[src/pkg/dtm_pkg.sv]
// Constants, register map and carrier types for the digital transfer mode controller
package dtm_pkg;
  // ------------------------------------------------------------
  // Register byte offsets
  // ------------------------------------------------------------
  localparam logic [5:0] DTM_OFS_CNT_A = 6'h00;
  localparam logic [5:0] DTM_OFS_CNT_B = 6'h04;
  localparam logic [5:0] DTM_OFS_CNT_C = 6'h08;
  localparam logic [5:0] DTM_OFS_CWORD = 6'h0C;
  localparam logic [5:0] DTM_OFS_INPUT = 6'h10;
  localparam logic [5:0] DTM_OFS_OUTPUT = 6'h14;
  localparam logic [5:0] DTM_OFS_MODE = 6'h18;
  localparam logic [5:0] DTM_OFS_INTR = 6'h1C;
  localparam logic [5:0] DTM_OFS_AUX = 6'h20;
  localparam logic [3:0] DTM_BE_FULL = 4'hF;
  // ------------------------------------------------------------
  // Transfer mode/status field positions
  // ------------------------------------------------------------
  localparam int DTM_B_IN_ACK_EN = 0;
  localparam int DTM_B_IN_REQ_EN = 1;
  localparam int DTM_B_IN_TIMER_EN = 2;
  localparam int DTM_B_IN_FIFO_EN = 3;
  localparam int DTM_B_TRIG_POL = 4;
  localparam int DTM_B_TRIG_EN = 5;
  localparam int DTM_B_DIN_EN = 6;
  localparam int DTM_B_OUT_ACK_EN = 7;
  localparam int DTM_B_OUT_REQ_EN = 8;
  localparam int DTM_B_OUT_TIMER_EN = 9;
  localparam int DTM_B_OUT_FIFO_EN = 10;
  localparam int DTM_B_SOFT_TRIG = 11;
  localparam int DTM_B_IN_OVERRUN = 14;
  localparam int DTM_B_OUT_UNDERRUN = 16;
  localparam logic [31:0] DTM_MODE_CTRL_MASK = 32'h00000FFF;
  localparam logic [31:0] DTM_MODE_RESET = 32'h00000000;
  // ------------------------------------------------------------
  // Interrupt status/control field positions
  // ------------------------------------------------------------
  localparam int DTM_B_T0_T2 = 10;
  localparam int DTM_B_T1_T2 = 11;
  localparam int DTM_B_REQ_EDGE = 12;
  localparam int DTM_B_FIFO_RST = 13;
  localparam int DTM_B_FIFO_EMPTY = 14;
  localparam int DTM_B_FIFO_FULL = 15;
  localparam logic [31:0] DTM_INTR_STORE_MASK = 32'h00001FFF;
  localparam logic [31:0] DTM_INTR_RESET = 32'h00000000;
  // ------------------------------------------------------------
  // Timing
  // ------------------------------------------------------------
  localparam int DTM_SYS_CLK_HZ = 40000000;
  localparam int DTM_TIMER_CLK_HZ = 4000000;
  localparam int DTM_TIMER_DIV = DTM_SYS_CLK_HZ / DTM_TIMER_CLK_HZ;
  localparam int DTM_FIFO_DEPTH = 32;
  localparam int DTM_CNT_W = 16;
  // ------------------------------------------------------------
  // Carrier types
  // ------------------------------------------------------------
  typedef struct packed {
    logic [5:0] addr;
    logic [3:0] be;
    logic wr;
    logic rd;
    logic [31:0] wdata;
  } dtm_io_req_t;

  typedef struct packed {
    logic [31:0] chan;
    logic req;
    logic trig;
    logic out_ack;
  } dtm_pins_in_t;
endpackage

[src/rtl/dtm_top.sv]
// Digital transfer mode controller: register port, input/output pacing, FIFOs and pacer timers

// ------------------------------------------------------------
// Synchronous FIFO
// ------------------------------------------------------------
module dtm_fifo #(
  parameter int WIDTH = 32,
  parameter int DEPTH = 32
) (
  // Clock and reset
  input wire logic clk_sys,
  input wire logic rstn,
  input wire logic flush,
  // Fill side
  input wire logic in_valid,
  output logic in_ready,
  input wire logic [WIDTH-1:0] in_data,
  // Drain side
  output logic out_valid,
  input wire logic out_ready,
  output logic [WIDTH-1:0] out_data
);
  localparam int AW = $clog2(DEPTH);
  localparam logic [AW:0] DEPTH_C = (AW+1)'(DEPTH);
  logic [WIDTH-1:0] mem [DEPTH];
  logic [AW-1:0] wptr_reg;
  logic [AW-1:0] rptr_reg;
  logic [AW:0] count_reg;
  logic push;
  logic pop;

  assign in_ready = (count_reg != DEPTH_C);
  assign out_valid = (count_reg != '0);
  assign out_data = mem[rptr_reg];
  assign push = in_valid && in_ready;
  assign pop = out_valid && out_ready;

  always_ff @(posedge clk_sys) begin
    if (push) begin
      mem[wptr_reg] <= in_data;
    end
  end

  always_ff @(posedge clk_sys or negedge rstn) begin
    if (!rstn) begin
      wptr_reg <= '0;
      rptr_reg <= '0;
      count_reg <= '0;
    end else if (flush) begin
      wptr_reg <= '0;
      rptr_reg <= '0;
      count_reg <= '0;
    end else begin
      if (push) begin
        wptr_reg <= (wptr_reg == AW'(DEPTH - 1)) ? '0 : wptr_reg + 1'b1;
      end
      if (pop) begin
        rptr_reg <= (rptr_reg == AW'(DEPTH - 1)) ? '0 : rptr_reg + 1'b1;
      end
      if (push && !pop) begin
        count_reg <= count_reg + 1'b1;
      end else if (pop && !push) begin
        count_reg <= count_reg - 1'b1;
      end
    end
  end
endmodule

// ------------------------------------------------------------
// Top level
// ------------------------------------------------------------
module dtm_top #(
  parameter int FIFO_DEPTH = dtm_pkg::DTM_FIFO_DEPTH
) (
  // Clock and reset
  input wire logic clk_sys,
  input wire logic rstn,
  // Register port
  input wire dtm_pkg::dtm_io_req_t io_req,
  output logic [31:0] io_rdata,
  output logic io_wait,
  // Input side pins
  input wire dtm_pkg::dtm_pins_in_t pins_in,
  output logic input_ack,
  // Output side pins
  output logic [31:0] out_chan,
  output logic out_req,
  output logic software_trigger_pin,
  // Auxiliary pins
  input wire logic [31:0] auxiliary_input,
  output logic [31:0] auxiliary_output
);
  import dtm_pkg::*;

  // ------------------------------------------------------------
  // Pin synchronisers
  // ------------------------------------------------------------
  logic [$bits(dtm_pins_in_t)-1:0] pin_s1_reg;
  logic [$bits(dtm_pins_in_t)-1:0] pin_s2_reg;
  logic [31:0] aux_s1_reg;
  logic [31:0] aux_s2_reg;
  dtm_pins_in_t pin_sync;
  logic req_d_reg;
  logic trig_d_reg;
  logic oack_d_reg;

  always_ff @(posedge clk_sys or negedge rstn) begin
    if (!rstn) begin
      pin_s1_reg <= '0;
      pin_s2_reg <= '0;
      aux_s1_reg <= '0;
      aux_s2_reg <= '0;
      req_d_reg <= 1'b0;
      trig_d_reg <= 1'b0;
      oack_d_reg <= 1'b0;
    end else begin
      pin_s1_reg <= pins_in;
      pin_s2_reg <= pin_s1_reg;
      aux_s1_reg <= auxiliary_input;
      aux_s2_reg <= aux_s1_reg;
      req_d_reg <= pin_sync.req;
      trig_d_reg <= pin_sync.trig;
      oack_d_reg <= pin_sync.out_ack;
    end
  end
  assign pin_sync = dtm_pins_in_t'(pin_s2_reg);

  // ------------------------------------------------------------
  // Register decode
  // ------------------------------------------------------------
  logic [31:0] mode_reg;
  logic [31:0] intr_reg;
  logic [11:0] mode_ctl_reg;
  logic overrun_reg;
  logic underrun_reg;
  logic [12:0] intr_ctl_reg;
  logic [31:0] cword_reg;
  logic [31:0] out_chan_reg;
  logic [31:0] aux_out_reg;
  logic [DTM_CNT_W-1:0] cnt_div_reg [3];
  logic full_acc;
  logic wr_hit;
  logic rd_hit;
  logic wr_mode;
  logic wr_out;
  logic rd_in;
  logic fifo_flush;

  assign full_acc = (io_req.be == DTM_BE_FULL);
  assign wr_hit = io_req.wr && full_acc && !io_wait;
  assign rd_hit = io_req.rd && full_acc;
  assign wr_mode = wr_hit && (io_req.addr == DTM_OFS_MODE);
  assign wr_out = wr_hit && (io_req.addr == DTM_OFS_OUTPUT);
  assign rd_in = rd_hit && (io_req.addr == DTM_OFS_INPUT);
  assign fifo_flush = wr_hit && (io_req.addr == DTM_OFS_INTR) && io_req.wdata[DTM_B_FIFO_RST];

  // ------------------------------------------------------------
  // Pacer timers
  // ------------------------------------------------------------
  // A zero divisor parks the counter, so a half-programmed timer never paces.
  logic [3:0] pre_reg;
  logic tick4;
  logic [2:0] cnt_tick;
  logic [2:0] cnt_fall;
  logic [DTM_CNT_W-1:0] cnt_val_reg [3];

  always_ff @(posedge clk_sys or negedge rstn) begin
    if (!rstn) begin
      pre_reg <= '0;
    end else begin
      pre_reg <= (pre_reg == 4'(DTM_TIMER_DIV - 1)) ? 4'h0 : pre_reg + 4'h1;
    end
  end
  assign tick4 = (pre_reg == 4'(DTM_TIMER_DIV - 1));
  assign cnt_tick[2] = tick4;
  assign cnt_tick[0] = intr_reg[DTM_B_T0_T2] ? cnt_fall[2] : tick4;
  assign cnt_tick[1] = intr_reg[DTM_B_T1_T2] ? cnt_fall[2] : tick4;

  genvar gi;
  generate
    for (gi = 0; gi < 3; gi++) begin : g_cnt
      always_ff @(posedge clk_sys or negedge rstn) begin
        if (!rstn) begin
          cnt_div_reg[gi] <= '0;
        end else if (wr_hit && (io_req.addr == 6'(gi * 4))) begin
          cnt_div_reg[gi] <= io_req.wdata[DTM_CNT_W-1:0];
        end
      end
      always_ff @(posedge clk_sys or negedge rstn) begin
        if (!rstn) begin
          cnt_val_reg[gi] <= '0;
        end else if (cnt_div_reg[gi] == '0) begin
          cnt_val_reg[gi] <= '0;
        end else if (cnt_tick[gi]) begin
          cnt_val_reg[gi] <= (cnt_val_reg[gi] <= DTM_CNT_W'(1)) ? cnt_div_reg[gi] : cnt_val_reg[gi] - 1'b1;
        end
      end
      assign cnt_fall[gi] = cnt_tick[gi] && (cnt_div_reg[gi] != '0) && (cnt_val_reg[gi] == DTM_CNT_W'(2)
                            || cnt_div_reg[gi] == DTM_CNT_W'(1));
    end
  endgenerate

  // ------------------------------------------------------------
  // Input path
  // ------------------------------------------------------------
  logic din_en;
  logic armed_reg;
  logic req_edge;
  logic trig_edge;
  logic sample;
  logic [31:0] in_latch_reg;
  logic inf_in_ready;
  logic inf_out_valid;
  logic [31:0] inf_out_data;
  logic in_push;
  logic overrun_set;

  assign din_en = mode_reg[DTM_B_DIN_EN];
  assign req_edge = intr_reg[DTM_B_REQ_EDGE] ? (req_d_reg && !pin_sync.req)
                                             : (!req_d_reg && pin_sync.req);
  assign trig_edge = mode_reg[DTM_B_TRIG_POL] ? (!trig_d_reg && pin_sync.trig)
                                              : (trig_d_reg && !pin_sync.trig);

  always_ff @(posedge clk_sys or negedge rstn) begin
    if (!rstn) begin
      armed_reg <= 1'b0;
    end else if (!din_en) begin
      armed_reg <= 1'b0;
    end else if (!mode_reg[DTM_B_TRIG_EN] || trig_edge) begin
      armed_reg <= 1'b1;
    end
  end

  assign sample = din_en && armed_reg &&
                  ((mode_reg[DTM_B_IN_REQ_EN] && req_edge) ||
                   (mode_reg[DTM_B_IN_TIMER_EN] && cnt_fall[0]));

  always_ff @(posedge clk_sys or negedge rstn) begin
    if (!rstn) begin
      in_latch_reg <= '0;
    end else if (sample) begin
      in_latch_reg <= pin_sync.chan;
    end
  end

  assign in_push = sample && mode_reg[DTM_B_IN_FIFO_EN];
  assign overrun_set = in_push && !inf_in_ready;

  dtm_fifo #(.WIDTH(32), .DEPTH(FIFO_DEPTH)) u_in_fifo (
    .clk_sys(clk_sys),
    .rstn(rstn),
    .flush(fifo_flush),
    .in_valid(in_push),
    .in_ready(inf_in_ready),
    .in_data(pin_sync.chan),
    .out_valid(inf_out_valid),
    .out_ready(rd_in && mode_reg[DTM_B_IN_FIFO_EN]),
    .out_data(inf_out_data)
  );

  always_ff @(posedge clk_sys or negedge rstn) begin
    if (!rstn) begin
      input_ack <= 1'b0;
    end else begin
      input_ack <= mode_reg[DTM_B_IN_ACK_EN] && din_en &&
                   ((in_push && inf_in_ready) || (rd_in && !mode_reg[DTM_B_IN_FIFO_EN]));
    end
  end

  // ------------------------------------------------------------
  // Output path
  // ------------------------------------------------------------
  logic busy_reg;
  logic ofi_in_ready;
  logic ofi_out_valid;
  logic [31:0] ofi_out_data;
  logic out_fifo_en;
  logic advance;
  logic out_load;
  logic underrun_set;
  logic oack_edge;

  assign out_fifo_en = mode_reg[DTM_B_OUT_FIFO_EN];
  // Host write stalls while the output FIFO is full instead of losing the word.
  assign io_wait = io_req.wr && full_acc && (io_req.addr == DTM_OFS_OUTPUT) && out_fifo_en && !ofi_in_ready;
  assign advance = out_fifo_en && !busy_reg &&
                   (mode_reg[DTM_B_OUT_TIMER_EN] ? cnt_fall[1] : 1'b1);
  assign underrun_set = advance && mode_reg[DTM_B_OUT_TIMER_EN] && !ofi_out_valid;
  assign out_load = (advance && ofi_out_valid) || (wr_out && !out_fifo_en);
  assign oack_edge = !oack_d_reg && pin_sync.out_ack;

  dtm_fifo #(.WIDTH(32), .DEPTH(FIFO_DEPTH)) u_out_fifo (
    .clk_sys(clk_sys),
    .rstn(rstn),
    .flush(1'b0),
    .in_valid(wr_out && out_fifo_en),
    .in_ready(ofi_in_ready),
    .in_data(io_req.wdata),
    .out_valid(ofi_out_valid),
    .out_ready(advance),
    .out_data(ofi_out_data)
  );

  always_ff @(posedge clk_sys or negedge rstn) begin
    if (!rstn) begin
      out_chan_reg <= '0;
    end else if (out_load) begin
      out_chan_reg <= out_fifo_en ? ofi_out_data : io_req.wdata;
    end
  end

  always_ff @(posedge clk_sys or negedge rstn) begin
    if (!rstn) begin
      out_req <= 1'b0;
    end else begin
      out_req <= out_load && mode_reg[DTM_B_OUT_REQ_EN];
    end
  end

  always_ff @(posedge clk_sys or negedge rstn) begin
    if (!rstn) begin
      busy_reg <= 1'b0;
    end else if (out_load && mode_reg[DTM_B_OUT_REQ_EN] && mode_reg[DTM_B_OUT_ACK_EN]) begin
      busy_reg <= 1'b1;
    end else if (oack_edge || !mode_reg[DTM_B_OUT_ACK_EN]) begin
      busy_reg <= 1'b0;
    end
  end

  assign out_chan = out_chan_reg;
  assign software_trigger_pin = mode_reg[DTM_B_SOFT_TRIG];
  assign auxiliary_output = aux_out_reg;

  // ------------------------------------------------------------
  // Control and status registers
  // ------------------------------------------------------------
  always_ff @(posedge clk_sys or negedge rstn) begin
    if (!rstn) begin
      mode_ctl_reg <= DTM_MODE_RESET[11:0];
    end else if (wr_mode) begin
      mode_ctl_reg <= io_req.wdata[11:0];
    end
  end

  // Set wins over a write-one clear in the same cycle.
  always_ff @(posedge clk_sys or negedge rstn) begin
    if (!rstn) begin
      overrun_reg <= 1'b0;
      underrun_reg <= 1'b0;
    end else begin
      if (overrun_set) begin
        overrun_reg <= 1'b1;
      end else if (wr_mode && io_req.wdata[DTM_B_IN_OVERRUN]) begin
        overrun_reg <= 1'b0;
      end
      if (underrun_set) begin
        underrun_reg <= 1'b1;
      end else if (wr_mode && io_req.wdata[DTM_B_OUT_UNDERRUN]) begin
        underrun_reg <= 1'b0;
      end
    end
  end
  assign mode_reg = {15'h0000, underrun_reg, 1'b0, overrun_reg, 2'h0, mode_ctl_reg};

  always_ff @(posedge clk_sys or negedge rstn) begin
    if (!rstn) begin
      intr_ctl_reg <= DTM_INTR_RESET[12:0];
      cword_reg <= '0;
      aux_out_reg <= '0;
    end else if (wr_hit) begin
      case (io_req.addr)
        DTM_OFS_INTR: intr_ctl_reg <= io_req.wdata[12:0];
        DTM_OFS_CWORD: cword_reg <= io_req.wdata;
        DTM_OFS_AUX: aux_out_reg <= io_req.wdata;
        default: ;
      endcase
    end
  end
  assign intr_reg = {16'h0000, !inf_in_ready, !inf_out_valid, 1'b0, intr_ctl_reg};

  // ------------------------------------------------------------
  // Read data
  // ------------------------------------------------------------
  // Input reads show the FIFO head, the last latched word, or live levels.
  always_ff @(posedge clk_sys or negedge rstn) begin
    if (!rstn) begin
      io_rdata <= '0;
    end else if (rd_hit) begin
      case (io_req.addr)
        DTM_OFS_CNT_A: io_rdata <= 32'(cnt_val_reg[0]);
        DTM_OFS_CNT_B: io_rdata <= 32'(cnt_val_reg[1]);
        DTM_OFS_CNT_C: io_rdata <= 32'(cnt_val_reg[2]);
        DTM_OFS_INPUT: begin
          if (mode_reg[DTM_B_IN_FIFO_EN]) begin
            io_rdata <= inf_out_valid ? inf_out_data : 32'h00000000;
          end else if (mode_reg[DTM_B_IN_REQ_EN] || mode_reg[DTM_B_IN_TIMER_EN]) begin
            io_rdata <= in_latch_reg;
          end else begin
            io_rdata <= pin_sync.chan;
          end
        end
        DTM_OFS_OUTPUT: io_rdata <= out_chan_reg;
        DTM_OFS_MODE: io_rdata <= mode_reg;
        DTM_OFS_INTR: io_rdata <= intr_reg;
        DTM_OFS_AUX: io_rdata <= aux_s2_reg;
        default: io_rdata <= 32'h00000000;
      endcase
    end
  end
endmodule
[config.mk]
export PLATFORM = sky130hd
export DESIGN_NAME = dtm_top
export DESIGN_NICKNAME = d
export VERILOG_FILES = /design/src/pkg/dtm_pkg.sv /design/src/rtl/dtm_top.sv
export SDC_FILE = /design/constraint.sdc
export NUM_CORES = 2
export LEC_CHECK = 0
export BUFFER_PORTS_ARGS = -buffer_cell sky130_fd_sc_hd__buf_4
export CAP_MARGIN = 25
export CORE_MARGIN = 5
export CORE_UTILIZATION = 43
export DETAILED_ROUTE_END_ITERATION = 16
export PLACE_DENSITY_LB_ADDON = 0.25
export SYNTH_ARGS = -nofsm -noshare
export SYNTH_HDL_FRONTEND = slang
export SYNTH_SLANG_ARGS = --single-unit
[constraint.sdc]
create_clock -name clk_sys -period 4.7 [get_ports clk_sys]
set_clock_uncertainty 0.15 [all_clocks]
set_input_delay 0.94 -clock clk_sys [delete_from_list [all_inputs] [get_ports clk_sys]]
set_output_delay 0.94 -clock clk_sys [all_outputs]
set_load 0.02 [all_outputs]
After elaboration in Yosys (flattened, before gate mapping)
Memory sizes are Yosys's and may differ from the RTL's.
Index checks and enable logic that the tools add are counted.
{"block": "word_totals", "reg_bits": 428, "latchBits": 0, "ram_bits": 2048, "romBits": 0, "input_bits": 113, "output_inout_bits": 100, "wordCells": 218, "n_memories": 2}
{"name": "u_in_fifo.mem", "depth": 32, "word_bits": 32, "read_ports": 1, "rd_ports_with_merged_regs": 0, "write_ports": 1, "line_no": "dtm_top.sv:25", "rtl": "logic [WIDTH-1:0] mem [DEPTH];"}
{"name": "u_out_fifo.mem", "depth": 32, "word_bits": 32, "read_ports": 1, "rd_ports_with_merged_regs": 0, "write_ports": 1, "line_no": "dtm_top.sv:25"}
{"block": "classes", "n_addsub": 12, "multipliers": 0, "div_mod_pow": 0, "magnitude_cmp": 3, "n_eq_ne": 22, "shifts": 0, "mux": 45, "bitwise": 0, "n_reduce_logical": 102}
{"op": "$pmux 32 s8", "n": 1}
{"op": "$mux 16", "n": 9}
{"op": "$mux 32", "n": 4}
{"op": "$logic_and 1x1->1", "n": 53}
{"op": "$eq 16x1->1 const B", "n": 3}
{"op": "$eq 16x2->1 const B", "n": 3}
{"op": "$le 16x1->1 const B", "n": 3}
{"op": "$logic_not 16->1", "n": 3}
{"op": "$reduce_bool 16->1", "n": 3}
{"op": "$sub 16x1->16 const B", "n": 3}
{"op": "$mux 5", "n": 8}
{"op": "$mux 6", "n": 5}
{"op": "$eq 6x5->1 const B", "n": 4}
{"op": "$add 5x1->5 const B", "n": 4}
{"op": "$eq 5x5->1 const B", "n": 4}
{"op": "$logic_not 1->1", "n": 19}
{"op": "$reduce_bool 2->1", "n": 9}
{"op": "$mux 1", "n": 17}
{"op": "$add 6x1->6 const B", "n": 2}
{"op": "$ne 6x6->1 const B", "n": 2}
{"op": "$reduce_bool 6->1", "n": 2}
{"op": "$sub 6x1->6 const B", "n": 2}
{"op": "$logic_or 1x1->1", "n": 9}
{"op": "$eq 4x4->1 const B", "n": 2}
{"op": "other kinds (9)", "n": 10}

Longest topological paths before layout
{"block": "logic_depth", "word_depth": 16, "depth_mapped": 19, "depth_no_buf": 17}

Cells and area by module
A second synthesis with hierarchy kept.
{"block": "unflattened", "cells_unflattened": 4671, "area_unflattened_um2": 97592.3}
{"mod": "dtm_fifo", "n_inst": 2, "cells_each": 1612, "area_per_inst_um2": 39967.1, "seq_area_each_um2": 31149.9}
{"mod": "dtm_top", "n_inst": 1, "cells_each": 1447, "area_per_inst_um2": 17658.2, "seq_area_each_um2": 9909.5}

Least setup slack after synthesis
Ideal clock, no wire load.
{"block": "synth_timing", "kind": "input to register", "startpoint": "in io_req[43] (netlist bit)", "endpoint": "mem u_out_fifo.mem[31][0] (enable)", "setup_ps": 421, "t_arrival_ps": 4019, "t_required_ps": 4129, "path_slack_ps": 110, "path_stages": 9, "n_path_buf": 2, "cell_sequence": "or3_1 clkbuf_1 or2_2 clkbuf_1 nor3_1 nand3_1 clkinv_1 nand2_1 nor2_1"}
{"block": "synth_between", "elab_chain_cells": 11}
{"element": "from (decl)", "line_no": "dtm_top.sv:79", "rtl": "input wire dtm_pkg::dtm_io_req_t io_req,"}
{"element": "$eq 6x5->1 *", "line_no": "dtm_top.sv:153, dtm_top.sv:285"}
{"element": "$logic_and 1x1->1 (3 in a row)", "line_no": "dtm_top.sv:285", "rtl": "assign io_wait = io_req.wr && full_acc && (io_req.addr == DTM_OFS_OUTPUT) && out_fifo_en && !ofi_in_ready;"}
{"element": "$logic_not 1->1", "line_no": "dtm_top.sv:150", "rtl": "assign wr_hit = io_req.wr && full_acc && !io_wait;"}
{"element": "$logic_and 1x1->1", "line_no": "dtm_top.sv:150"}
{"element": "$logic_and 1x1->1 *", "line_no": "dtm_top.sv:153", "rtl": "assign wr_out = wr_hit && (io_req.addr == DTM_OFS_OUTPUT);"}
{"element": "$logic_and 1x1->1 *", "line_no": "dtm_top.sv:296", "rtl": ".in_valid(wr_out && out_fifo_en),"}
{"element": "$logic_and 1x1->1 *", "line_no": "dtm_top.sv:35", "rtl": "assign push = in_valid && in_ready;"}
{"element": "net u_out_fifo.push", "line_no": "dtm_top.sv:29", "rtl": "logic push;"}
{"element": "$mux 1 *", "line_no": "dtm_top.sv:39", "rtl": "if (push) begin"}
{"element": "$mux 1 (not written as such) *", "line_no": "dtm_top.sv:40", "rtl": "mem[wptr_reg] <= in_data;"}
{"element": "to (decl)", "line_no": "dtm_top.sv:25"}
The timed path passes the listed nets; every way through them passes the cells marked *.

Worst setup path after layout
{"block": "layout_timing", "startpoint": "reg cnt_val_reg[26] (netlist bit)", "endpoint": "reg u_out_fifo.count_reg[5]"}
{"block": "layout_between", "elab_chain_cells": 9, "word_cells_on_any_way": 11, "cone_classes": "eq/ne: 1; mux: 2; reduce/logical: 8"}
{"element": "from (decl)", "line_no": "dtm_top.sv:165", "rtl": "logic [DTM_CNT_W-1:0] cnt_val_reg [3];"}
{"element": "from (signal, indexed assignment)", "line_no": "dtm_top.sv:195", "rtl": "cnt_val_reg[gi] <= (cnt_val_reg[gi] <= DTM_CNT_W'(1)) ? cnt_div_reg[gi] : cnt_val_reg[gi] - 1'b1;"}
{"element": "$eq 16x2->1 *", "line_no": "dtm_top.sv:198", "rtl": "assign cnt_fall[gi] = cnt_tick[gi] && (cnt_div_reg[gi] != '0) && (cnt_val_reg[gi] == DTM_CNT_W'(2)"}
{"element": "$logic_or 1x1->1 *", "line_no": "dtm_top.sv:199", "rtl": "|| cnt_div_reg[gi] == DTM_CNT_W'(1));"}
{"element": "$logic_and 1x1->1 *", "line_no": "dtm_top.sv:198"}
{"element": "$mux 1 *", "line_no": "dtm_top.sv:287", "rtl": "(mode_reg[DTM_B_OUT_TIMER_EN] ? cnt_fall[1] : 1'b1);"}
{"element": "$logic_and 1x1->1 *", "line_no": "dtm_top.sv:286", "rtl": "assign advance = out_fifo_en && !busy_reg &&"}
{"element": "$logic_and 1x1->1 *", "line_no": "dtm_top.sv:36", "rtl": "assign pop = out_valid && out_ready;"}
{"element": "$logic_not 1->1", "line_no": "dtm_top.sv:60", "rtl": "if (push && !pop) begin"}
{"element": "$logic_and 1x1->1", "line_no": "dtm_top.sv:60"}
{"element": "$mux 6 or $reduce_bool 2->1 (tied branches)"}
{"element": "to (signal assigned)", "line_no": "dtm_top.sv:61", "rtl": "count_reg <= count_reg + 1'b1;"}
{"element": "to (signal assigned)", "line_no": "dtm_top.sv:63", "rtl": "count_reg <= count_reg - 1'b1;"}
{"element": "to (decl)", "line_no": "dtm_top.sv:28", "rtl": "logic [AW:0] count_reg;"}
Mark *: on every way between the ends. The rest lies on a longest branch, timed or not.
A chain may end at the register's enable or synchronous reset.

==> results.sh <==
export IMPL_ir_worst_vdd_mv=0.393
export IMPL_grt_pass1_vias=52290
export IMPL_cts_sinks=2476
export IMPL_avgSynthCellArea_um2=19.6
export IMPL_final_nets=5632
export IMPL_grt_overflow_total=0
export IMPL_drive_gt1_share_pct=29.3
export IMPL_clk_latency_ns=0.92
export IMPL_status="complete, no violations"
export IMPL_fp_coreArea_um2=224000
export IMPL_reg2reg_to="u_out_fifo.count_reg[5]"
export IMPL_setup_violations=0
export IMPL_dp_hpwl_um=161000
export IMPL_yosysWarnings=0
export IMPL_cts_inserted_buffers=276
export IMPL_fin_ws_ns=0.249
export IMPL_ant_nets=0
export IMPL_report_final_slew_viol_count=0
export IMPL_io_pins=213
export IMPL_fin_crit_sh_pct=94.7
export IMPL_top_regs="u_in_fifo.mem (1024), u_out_fifo.mem (1024)"
export IMPL_max_slew_margin_rel_pct=20.3
export IMPL_required_ns=5.33
export IMPL_hold_path_end="aux_s1_reg[20]"
export IMPL_hold_violations=0
export IMPL_max_cap_viol_count=0
export IMPL_wl_per_cell_um=30.7
export IMPL_grt_max_degree=96
export IMPL_rows=174
export IMPL_pwr_density_cell_nw_per_um2=437
export IMPL_drt_iter0_drc=5477
export IMPL_yosysSeqAreaShare_pct=74.7
export IMPL_dieWidth_um=484
export IMPL_place_ws_ns=0.237
export IMPL_synthesis_area_um2=96700
export IMPL_seq_area_um2=72200
export IMPL_synth_main_ff_cell="edfxtp_1"
export IMPL_crit_type="flip-flop to flip-flop"
export IMPL_start_kind="flip-flop"
export IMPL_synth_distinct_cells=76
export IMPL_synth_cells=4936
export IMPL_route_detailed_drc=0
export IMPL_hp_start="auxiliary_input[20]"
export IMPL_cts_tree="built"
export IMPL_clockBufferDepth=4
export IMPL_routed_wl_um=267000
export IMPL_start_util_pct=43.1
export IMPL_rsz0062_at_grt="no"
export IMPL_fillers=17977
export IMPL_cts_root_buf="clkbuf_16"
export IMPL_hold_path_depth=1
export IMPL_die_h_um=484
export IMPL_synth_area_leaders="edfxtp_1 (64%), mux4_2 (12%), dfrtp_1 (11%)"
export IMPL_p_leak_nw=37.8
export IMPL_worstMarginPinSlew_ns=1.19
export IMPL_multi_input_area_um2=23600
export IMPL_path_max_fanout=5
export IMPL_end_kind="flip-flop"
export IMPL_gp_congestion=0.880
export IMPL_crit_arrival_ns=5.08
export IMPL_die_area_um2=234000
export IMPL_fin_setup_tns_ns=0
export IMPL_hp_class="input port to flip-flop"
export IMPL_area_delta_synth_final_pct=17.1
export IMPL_clkSlewWorstSetupHoldPaths_ns=0.06
export IMPL_post_drt_via_cell_ratio=5.96
export IMPL_synth_seq_cells=2476
export IMPL_clock_fmax_ghz=0.225
export IMPL_antenna_found_initial=19
export IMPL_cts_max_level=5
export IMPL_r2r_start="cnt_val_reg[26]"
export IMPL_grt_pass1_wl_um=383000
export IMPL_synth_top_cell_area_share_pct=63.6
export IMPL_synthesis_nets=5083
export IMPL_grt_usage_pct=22.5
export IMPL_io_buffers=212
export IMPL_first_pass_iters=6
export IMPL_crit_start="cnt_val_reg[26]"
export IMPL_synth_edf_count=2048
export IMPL_synth_async_reset_ratio_pct=17.3
export IMPL_cts_post_setup_buffers_inserted=0
export IMPL_reg2reg_slack_ns=0.25
export IMPL_reg2reg_depth=15
export IMPL_synth_top_area_cell="edfxtp_1"
export IMPL_vias=51684
export IMPL_min_period_ns=4.45
## metal layers
layer  track usage [%]  share of wire (%)  up-vias  wire (um)
li1                  -                  -    21338          -
met1              31.7                 41    27604     109000
met2              35.2                 47     2308     126000
met3              4.38                7.9      430      21200
met4              7.94                3.7        4       9830
met5                 0              0.011        -         29
## area by class of cell
cell class | count | area share, %
clock inverter | 109 | 0.779
inverter | 41 | 0.136
sequential | 2476 | 63.8
timing repair buffer | 554 | 4.48
clock buffer | 361 | 6.66
antenna | 9 | 0.0199
multi-input combinational | 2136 | 20.8
tap | 2992 | 3.31
## report_power, final
group | total, mW | internal (mW) | switching [mW]
logic | 4.83 | 2.34 | 2.50
clock network | 20.4 | 12.0 | 8.35
registers | 24.3 | 24.0 | 0.338
## timing repair
action / in CTS / in global routing
resized for setup: 0 / 2
hold buffers: 67 / 0
endpoints found under the setup margin: 0 / 1
hold endpoints to repair: 111 / 0
## worst max path at each step
stage / end / cells past startpoint
CTS: u_out_fifo.count_reg[5] / 17
global route: u_out_fifo.count_reg[5] / 15
floorplan: u_out_fifo.mem[31][0] / 9
global placement: u_out_fifo.count_reg[5] / 15
finish: u_out_fifo.count_reg[5] / 15
detailed placement: u_out_fifo.count_reg[5] / 15
## cell families (layout without fill, tap and decap cells)
kind of cell / after synthesis / after routing / share of synthesized area (%)
AOI/OAI and AO/OA: 581 / 581 / 3.94
buffers and inverters: 324 / 1065 / 1.30
muxes: 955 / 955 / 16.7
adders and majority gates: 34 / 34 / 0.456
DFF: 2476 / 2476 / 74.7
and+or+nand+nor: 554 / 554 / 2.80
xor gates and xnor gates: 12 / 12 / 0.109
other: 0 / 9 / 0
## worst max-delay path, stage by stage (launching register included)
cell,delay (ns)
dfrtp_1,0.38
or4_4,0.58
or4_4,0.46
o32ai_2,0.41
a31oi_2,0.22
or4_1,0.56
ha_1,0.26
inv_1,0.08
ha_1,0.22
a21o_1,0.18
a21oi_1,0.23
o21bai_1,0.09
a21oi_1,0.21
xnor2_1,0.14
nor2_1,0.06
xor2_1,0.15
## cell usage after synthesis (5+ instances only)
cell type and instances:
nand3b_1 7, and3_1 41, mux4_2 507, mux2_2 200
nand2b_1 10, nor3_1 41, xnor2_1 8, a211oi_1 14
nor3b_1 8, o21ai_0 162, o2bb2ai_1 6, nand4_1 6
ha_1 32, buf_1 59, edfxtp_1 2048, nand2_1 121
mux2i_1 248, or4_1 6, a21oi_1 143, nor4_1 34
nor4b_1 5, a22oi_1 38, o211ai_1 10, inv_1 39
or3_1 17, nor2b_1 5, dfrtp_1 428, a21o_1 5
a31oi_1 23, o22ai_1 7, a221oi_1 121, or2_2 8
buf_2 31, nand3_1 53, clkbuf_1 193, a32o_1 6
nor2_1 171
## stage by stage
step / total power, mW / hold slack (ns) / util, % / cells / instance area [um^2]
after CTS: 50.0 / 0.0106 / 50.5 / 8667 / 113000
after floorplan: 27.6 / 0.181 / - / 4936 / 96700
final: 49.5 / 0.0713 / 50.5 / 8678 / 113000
after detailed placement: 29.6 / 0.185 / 46.4 / 8130 / 104000
after global placement: 29.6 / 0.183 / 46.4 / 8122 / 104000
after global routing: 51.2 / 0.0121 / 50.5 / 8671 / 113000
## layout by cell type (no fill, tap or decap), types with 40 or more instances in the layout
| cell type | instances |
|---|---|
| dlygate4sd3_1 | 67 |
| dfrtp_1 | 418 |
| clkinv_1 | 45 |
| mux2_2 | 200 |
| nor2_1 | 137 |
| edfxtp_1 | 2048 |
| clkbuf_16 | 284 |
| mux2i_1 | 248 |
| clkinv_2 | 40 |
| buf_12 | 54 |
| buf_4 | 427 |
| nor3_1 | 40 |
| a221oi_1 | 121 |
| a21oi_1 | 143 |
| o21ai_0 | 162 |
| nand2_1 | 119 |
| clkbuf_1 | 62 |
| nand3_1 | 53 |
| mux4_2 | 507 |
No activity file was read; power rests on OpenSTA's default activity.
